--- config.mk ---
export PLATFORM = sky130hd
export DESIGN_NAME = gptc_timer
export DESIGN_NICKNAME = d
export VERILOG_FILES = /design/src/gptc_pkg.sv /design/src/gptc_timer.sv
export VERILOG_INCLUDE_DIRS = /design/src /design/src/src
export SDC_FILE = /design/constraint.sdc
export NUM_CORES = 1
export LEC_CHECK = 0
export BUFFER_PORTS_ARGS = -buffer_cell sky130_fd_sc_hd__buf_2
export CORE_MARGIN = 8
export CORE_UTILIZATION = 52
export CTS_BUF_LIST = sky130_fd_sc_hd__clkbuf_16
export DETAILED_ROUTE_END_ITERATION = 7
export PLACE_DENSITY = 0.95
export SYNTH_ARGS = -nofsm -noshare
export SYNTH_HDL_FRONTEND = slang
export SYNTH_SLANG_ARGS = --single-unit
export TNS_END_PERCENT = 30
--- constraint.sdc ---
create_clock -name pclk -period 6.22 [get_ports pclk]
set_input_delay 0.933 -clock pclk [delete_from_list [all_inputs] [get_ports pclk]]
set_output_delay 0.933 -clock pclk [all_outputs]
set_load 0.01 [all_outputs]
--- src/gptc_defines.svh ---
// constants for the gated prescaled timer control block
`ifndef GPTC_DEFINES_SVH
`define GPTC_DEFINES_SVH
`define GPTC_CTRL_ADDR 12'h000
`define GPTC_COUNT_ADDR 12'h004
`define GPTC_RUN_BIT 15
`define GPTC_HALT_IDLE_BIT 13
`define GPTC_GATE_BIT 6
`define GPTC_PS_HI 5
`define GPTC_PS_LO 4
`define GPTC_SRC_BIT 1
`define GPTC_CTRL_MASK 16'hA072
`define GPTC_CTRL_RESET 16'h0000
`define GPTC_DIV1 8'h00
`define GPTC_DIV8 8'h07
`define GPTC_DIV64 8'h3F
`define GPTC_DIV256 8'hFF
`endif

--- src/gptc_pkg.sv ---
// types for the gated prescaled timer control block
package gptc_pkg;
    typedef struct packed {
        logic run;
        logic halt_in_idle;
        logic gated_accumulate_en;
        logic [1:0] input_prescale_sel;
        logic clock_source_sel;
    } gptc_ctrl_s;
    typedef enum logic [1:0] {
        GPTC_HALTED,
        GPTC_TIMING,
        GPTC_GATED,
        GPTC_EXTERNAL
    } gptc_mode_e;
endpackage

--- src/gptc_timer.sv ---
// gated prescaled 16-bit timer with control register on apb
// Notes on behaviour
// - the gate bit 6 selects gated accumulation when the internal clock is chosen.
// - with the external clock chosen the gate bit is ignored.
// - prescale bits 5 to 4 divide by 1, 8, 64 or 256.
// - with source bit 1 set the timer counts rising edges of the external pin.
// - with source bit 1 clear the timer counts peripheral clock cycles.
// - in combined 32-bit mode this timer's run, gate, prescale and source bits do nothing.
// - unimplemented control bits read zero and ignore writes.
`timescale 1ns/1ps
`default_nettype none
`include "gptc_defines.svh"
module gptc_timer
    import gptc_pkg::*;
(
    input wire logic pclk,
    input wire logic presetn,
    input wire logic clk_en,
    input wire logic psel,
    input wire logic penable,
    input wire logic pwrite,
    input wire logic [11:0] paddr,
    input wire logic [31:0] pwdata,
    output logic [31:0] prdata,
    output logic pready,
    output logic pslverr,
    input wire logic idle_mode,
    input wire logic combined_32bit_mode,
    input wire logic ext_timer_clock_pin,
    input wire logic gate_pin,
    output logic [15:0] timer_count,
    output logic timer_active
);
    logic [15:0] timer_control;
    logic [15:0] next_timer_control;
    logic [15:0] next_timer_count;
    logic [7:0] prescale_cnt;
    logic [7:0] next_prescale_cnt;
    logic [2:0] ext_sync;
    logic [2:0] gate_sync;
    logic [2:0] next_ext_sync;
    logic [2:0] next_gate_sync;
    logic ext_level;
    logic gate_level;
    logic next_ext_level;
    logic next_gate_level;
    logic ext_rise;
    logic tick_src;
    logic tick;
    logic running;
    logic wr_en;
    logic [7:0] div_max;
    gptc_ctrl_s ctrl;
    gptc_mode_e mode;

    function automatic logic [7:0] ps_limit(input logic [1:0] sel);
        case (sel)
            2'h0: ps_limit = `GPTC_DIV1;
            2'h1: ps_limit = `GPTC_DIV8;
            2'h2: ps_limit = `GPTC_DIV64;
            default: ps_limit = `GPTC_DIV256;
        endcase
    endfunction

    assign ctrl.run = timer_control[`GPTC_RUN_BIT];
    assign ctrl.halt_in_idle = timer_control[`GPTC_HALT_IDLE_BIT];
    assign ctrl.gated_accumulate_en = timer_control[`GPTC_GATE_BIT];
    assign ctrl.input_prescale_sel = timer_control[`GPTC_PS_HI:`GPTC_PS_LO];
    assign ctrl.clock_source_sel = timer_control[`GPTC_SRC_BIT];

    assign pready = 1'b1;
    assign pslverr = 1'b0;
    assign wr_en = psel & penable & pwrite & clk_en;

    // three-stage sync, change counted when stages 2 and 3 agree
    always_ff @(posedge pclk or negedge presetn) begin
        if (!presetn) begin
            ext_sync <= 3'h0;
            gate_sync <= 3'h0;
            ext_level <= 1'b0;
            gate_level <= 1'b0;
        end else if (clk_en) begin
            ext_sync <= next_ext_sync;
            gate_sync <= next_gate_sync;
            ext_level <= next_ext_level;
            gate_level <= next_gate_level;
        end
    end

    always_comb begin
        next_ext_sync = {ext_sync[1:0], ext_timer_clock_pin};
        next_gate_sync = {gate_sync[1:0], gate_pin};
        next_ext_level = (ext_sync[1] == ext_sync[2]) ? ext_sync[2] : ext_level;
        next_gate_level = (gate_sync[1] == gate_sync[2]) ? gate_sync[2] : gate_level;
    end

    assign ext_rise = next_ext_level & ~ext_level;

    always_comb begin
        if (combined_32bit_mode || !ctrl.run || (idle_mode && ctrl.halt_in_idle)) begin
            mode = GPTC_HALTED;
        end else if (ctrl.clock_source_sel) begin
            mode = GPTC_EXTERNAL;
        end else if (ctrl.gated_accumulate_en) begin
            mode = GPTC_GATED;
        end else begin
            mode = GPTC_TIMING;
        end
    end

    assign running = (mode != GPTC_HALTED);
    assign div_max = ps_limit(ctrl.input_prescale_sel);

    always_comb begin
        case (mode)
            GPTC_TIMING: tick_src = 1'b1;
            GPTC_GATED: tick_src = gate_level;
            GPTC_EXTERNAL: tick_src = ext_rise;
            default: tick_src = 1'b0;
        endcase
    end

    always_comb begin
        next_prescale_cnt = prescale_cnt;
        tick = 1'b0;
        if (running && tick_src) begin
            if (prescale_cnt >= div_max) begin
                next_prescale_cnt = 8'h00;
                tick = 1'b1;
            end else begin
                next_prescale_cnt = prescale_cnt + 8'h01;
            end
        end
        next_timer_count = tick ? timer_count + 16'h0001 : timer_count;
        next_timer_control = timer_control;
        if (wr_en && paddr == `GPTC_CTRL_ADDR) begin
            next_timer_control = pwdata[15:0] & `GPTC_CTRL_MASK;
            // prescaler restarts on control write
            next_prescale_cnt = 8'h00;
        end
        if (wr_en && paddr == `GPTC_COUNT_ADDR) begin
            next_timer_count = pwdata[15:0];
            next_prescale_cnt = 8'h00;
        end
    end

    always_ff @(posedge pclk or negedge presetn) begin
        if (!presetn) begin
            timer_control <= `GPTC_CTRL_RESET;
            timer_count <= 16'h0000;
            prescale_cnt <= 8'h00;
        end else if (clk_en) begin
            timer_control <= next_timer_control;
            timer_count <= next_timer_count;
            prescale_cnt <= next_prescale_cnt;
        end
    end

    assign timer_active = running;

    always_comb begin
        case (paddr)
            `GPTC_CTRL_ADDR: prdata = {16'h0000, timer_control};
            `GPTC_COUNT_ADDR: prdata = {16'h0000, timer_count};
            default: prdata = 32'h00000000;
        endcase
    end
endmodule
`default_nettype wire

==> results by group <==
Placed design
  – DP Cell Count: 416
  – Hpwl dp: 5020 um
  – RD Place Congestion: 0.852
  – Port buffer count: 70

STA
  – Final Hold Fails: 0
  – Final setup TNS: 0 ps
  – Max-slew headroom: 42.3%
  – Tcrit/Tclk final: 64.1%
  – RSZ-0062 raised after global routing: no
  – Clock Skew: 4.55 ps
  – Setup Viol. Count Final: 0
  – Pins Over Slew Limit: 0
  – Worst Tran Pin Value: 865 ps
  – Max Clock Freq: 251 MHz
  – Minimum clock period: 3990 ps

Logic synthesis
  – Ys flop type: dfrtp_1
  – Asr flop ratio synth: 100%
  – Number of flops mapped to enable cells by yosys: 0
  – Yosys warning count: 0
  – Sequential area share after synthesis: 37.3%
  – Synth Instances: 296
  – Post-synthesis cell type count: 48
  – Post-Syn Area: 2550 um^2
  – Yosys reg bits: 38
  – Post-Syn Area per Cell: 8.61 um^2

Worst setup path
  – CP max FO: 10
  – RR Endpoint: timer_count[13]$_DFFE_PN0P_
  – Reg-to-reg slack, setup: 3290 ps
  – FF-to-FF path depth: 8
  – WP data required: 5290 ps
  – Worst setup EP type: output pin
  – Crit path kind: in -> out
  – Type of origin of the critical path: primary input
  – Worst EP arrival: 3050 ps
  – Reg2Reg Launch Point: timer_control[5]$_DFFE_PN0P_

Routing
  – Routed Wire Length: 7080 um
  – Pre-Repair DR Iteration Count: 5
  – Residual DRC: 0
  – Iter 0 DRT Violations: 179
  – Via count: 2,515
  – Via-to-Cell Ratio: 5.93
  – Routed WL per cell: 16.7 um
  – ANT nets after route: 0

Final layout
  – Share of layout cells above drive strength 1: 25.5%
  – Layout area overhead: 17.2%
  – Post-route insts no fill: 424
  – Sequential Area: 951 um^2
  – Antenna Cells: 0
  – # fillers: 400
  – Multi-input logic area: 1400 um^2
  – Final Net Count: 415

Power and ir drop
  – Int Pwr: 0.000534 W
  – Reg power frac: 41.8%
  – Share of total power in combinational logic: 21.2%
  – PwrDens: 257 nW/um^2
  – Net switching fraction of the power: 30.3%
  – Leak: 1.54 nW
  – P_sw: 0.000233 W
  – Peak supply drop: 0.160 mV
  – Clk pwr share: 37.0%

Global routing
  – Vias in the first global route: 2,488
  – Aggregate global-route resource usage: 19.1%
  – First-pass GRT wire length: 11,500 um
  – Initial antenna violation count: 0
  – Largest net degree at the start of global routing: 39
  – Grt total ovfl: 0

CTS
  – CTS Hold Bufs: 0
  – CTS tree: built
  – Clk Latency, worst-skew pair: 280 ps
  – Worst-path clk slew: 50 ps
  – Post-CTS setup buffer count: 0
  – # H-tree levels: 2
  – CTS Buf Count: 5
  – Post-CTS sizing: 0
  – Root Driver: clkbuf_16
  – Clk sinks: 38
  – Clk buf depth: 2

Die
  – DIE AREA: 7390 um^2
  – Cell row count: 25
  – Die Ht: 86.0 um
  – Starting Density: 53.9%
  – Core ar.: 4720 um^2
  – Number of I/O pins: 105
  – Chip Width: 86.0 um

Min path
  – Hold Startpoint: gate_sync[2]$_DFFE_PN0P_
  – HP Class: reg -> reg
  – Hold Crit Endpoint: gate_level$_DFFE_PN0P_
  – Worst hold stages: 2

Flow run
  – Max Cap Viol: 0

Status
  – Status: finished clean
-- registers in the layout, indices dropped and copies added, names as in the netlist --
register and cells:
gate_sync 3, ext_level 1, gate_level 1, prescale_cnt 8, ext_sync 3, timer_control 6
timer_count 16
-- critical path, cell delays in order --
cell and delay (ps):
buf_2 100, or4_4 530, or3_1 520, nor2_1 570, and2_1 240, buf_2 150
-- power by group through the flow --
stage	Sequential [W]	Clock (W)	Combinational (W)
global placement	0.000319	0	0.000154
global route	0.000326	0.000295	0.000184
floorplan	0.000316	0	0.000123
CTS	0.000319	0.000284	0.000162
detailed placement	0.000322	0	0.000159
finish	0.000320	0.000284	0.000163
-- kinds of logic after synthesis --
kind of cell | count (synthesis) | synth area share, %
adders and majority gates | 5 | 2.46
muxes | 17 | 7.17
other | 2 | 0.295
and+or+nand+nor | 112 | 23.3
AOI/OAI and AO/OA | 79 | 19.4
buffers and inverters | 43 | 10.0
DFF | 38 | 37.3
-- final cells by class --
class,instances,share of cell area (%)
Timing Repair Buffer,70,11.7
Clock inverter,3,1.26
Sequential cell,38,31.8
Multi-Input combinational cell,231,46.9
Clock buffer,5,4.19
Tap cell,67,2.81
Inverter,10,1.26
-- per-layer routing --
metal / up-vias / global-route usage [%] / part of all wire (%)
met4: 0 / 7.96 / 1.5
met1: 1186 / 20.6 / 38
met5: - / 0 / 0
met2: 162 / 32.5 / 48
met3: 13 / 7.26 / 13
li1: 1154 / - / -
-- cell usage in the layout, fill, tap and decap left out, drive strengths merged, types with 4 or more instances in the layout --
| cell | instances |
|---|---|
| buf | 70 |
| dfrtp | 38 |
| nand2 | 29 |
| a21oi | 22 |
| nor2 | 19 |
| o21ai | 18 |
| conb | 18 |
| nand3 | 14 |
| and2 | 13 |
| inv | 12 |
| a31oi | 12 |
| mux2 | 10 |
| mux2i | 7 |
| o22ai | 7 |
| nor2b | 5 |
| ha | 5 |
| clkbuf | 5 |
| nand4 | 4 |
| a21o | 4 |
| and3 | 4 |
-- Yosys cell counts, types with 5 or more instances --
cell type,count,area share [%]
inv_1,10,1.5
nor2_1,19,2.8
dfrtp_1,38,37
mux2_2,10,4.4
a31oi_1,12,2.9
o21ai_0,18,3.5
nor2b_1,5,1.2
a21oi_1,22,4.3
o22ai_1,7,1.7
ha_1,5,2.5
nand3_1,14,2.8
mux2i_1,7,2.8
and2_1,12,2.9
buf_4,19,5.6
clkbuf_1,9,1.3
nand2_1,29,4.3
-- through the flow --
step | hold slack [ps] | utilization (%) | worst slack, ps | total power (W) | instance area, um^2
2_1_floorplan | 459 | - | 2840 | 0.000439 | 2610
3_3_place_gp | 469 | 59.8 | 2280 | 0.000472 | 2820
3_5_place_dp | 488 | 59.8 | 2270 | 0.000481 | 2820
4_1_cts | 500 | 63.2 | 2240 | 0.000764 | 2990
5_1_grt | 521 | 63.2 | 2170 | 0.000805 | 2990
6_report | 499 | 63.2 | 2230 | 0.000767 | 2990
-- how the worst max path moves through the flow --
| stage | from | endpoint | slack (ps) | cells after the start |
|---|---|---|---|---|
| CTS | paddr[4] | prdata[7] | 2240 | 6 |
| finish | paddr[4] | prdata[7] | 2230 | 6 |
| floorplan | paddr[4] | prdata[0] | 2840 | 5 |
| global placement | paddr[4] | prdata[2] | 2280 | 6 |
| detailed placement | paddr[4] | prdata[2] | 2270 | 6 |
| global route | paddr[1] | prdata[7] | 2170 | 6 |
No activity file was read; power rests on OpenSTA's default activity.
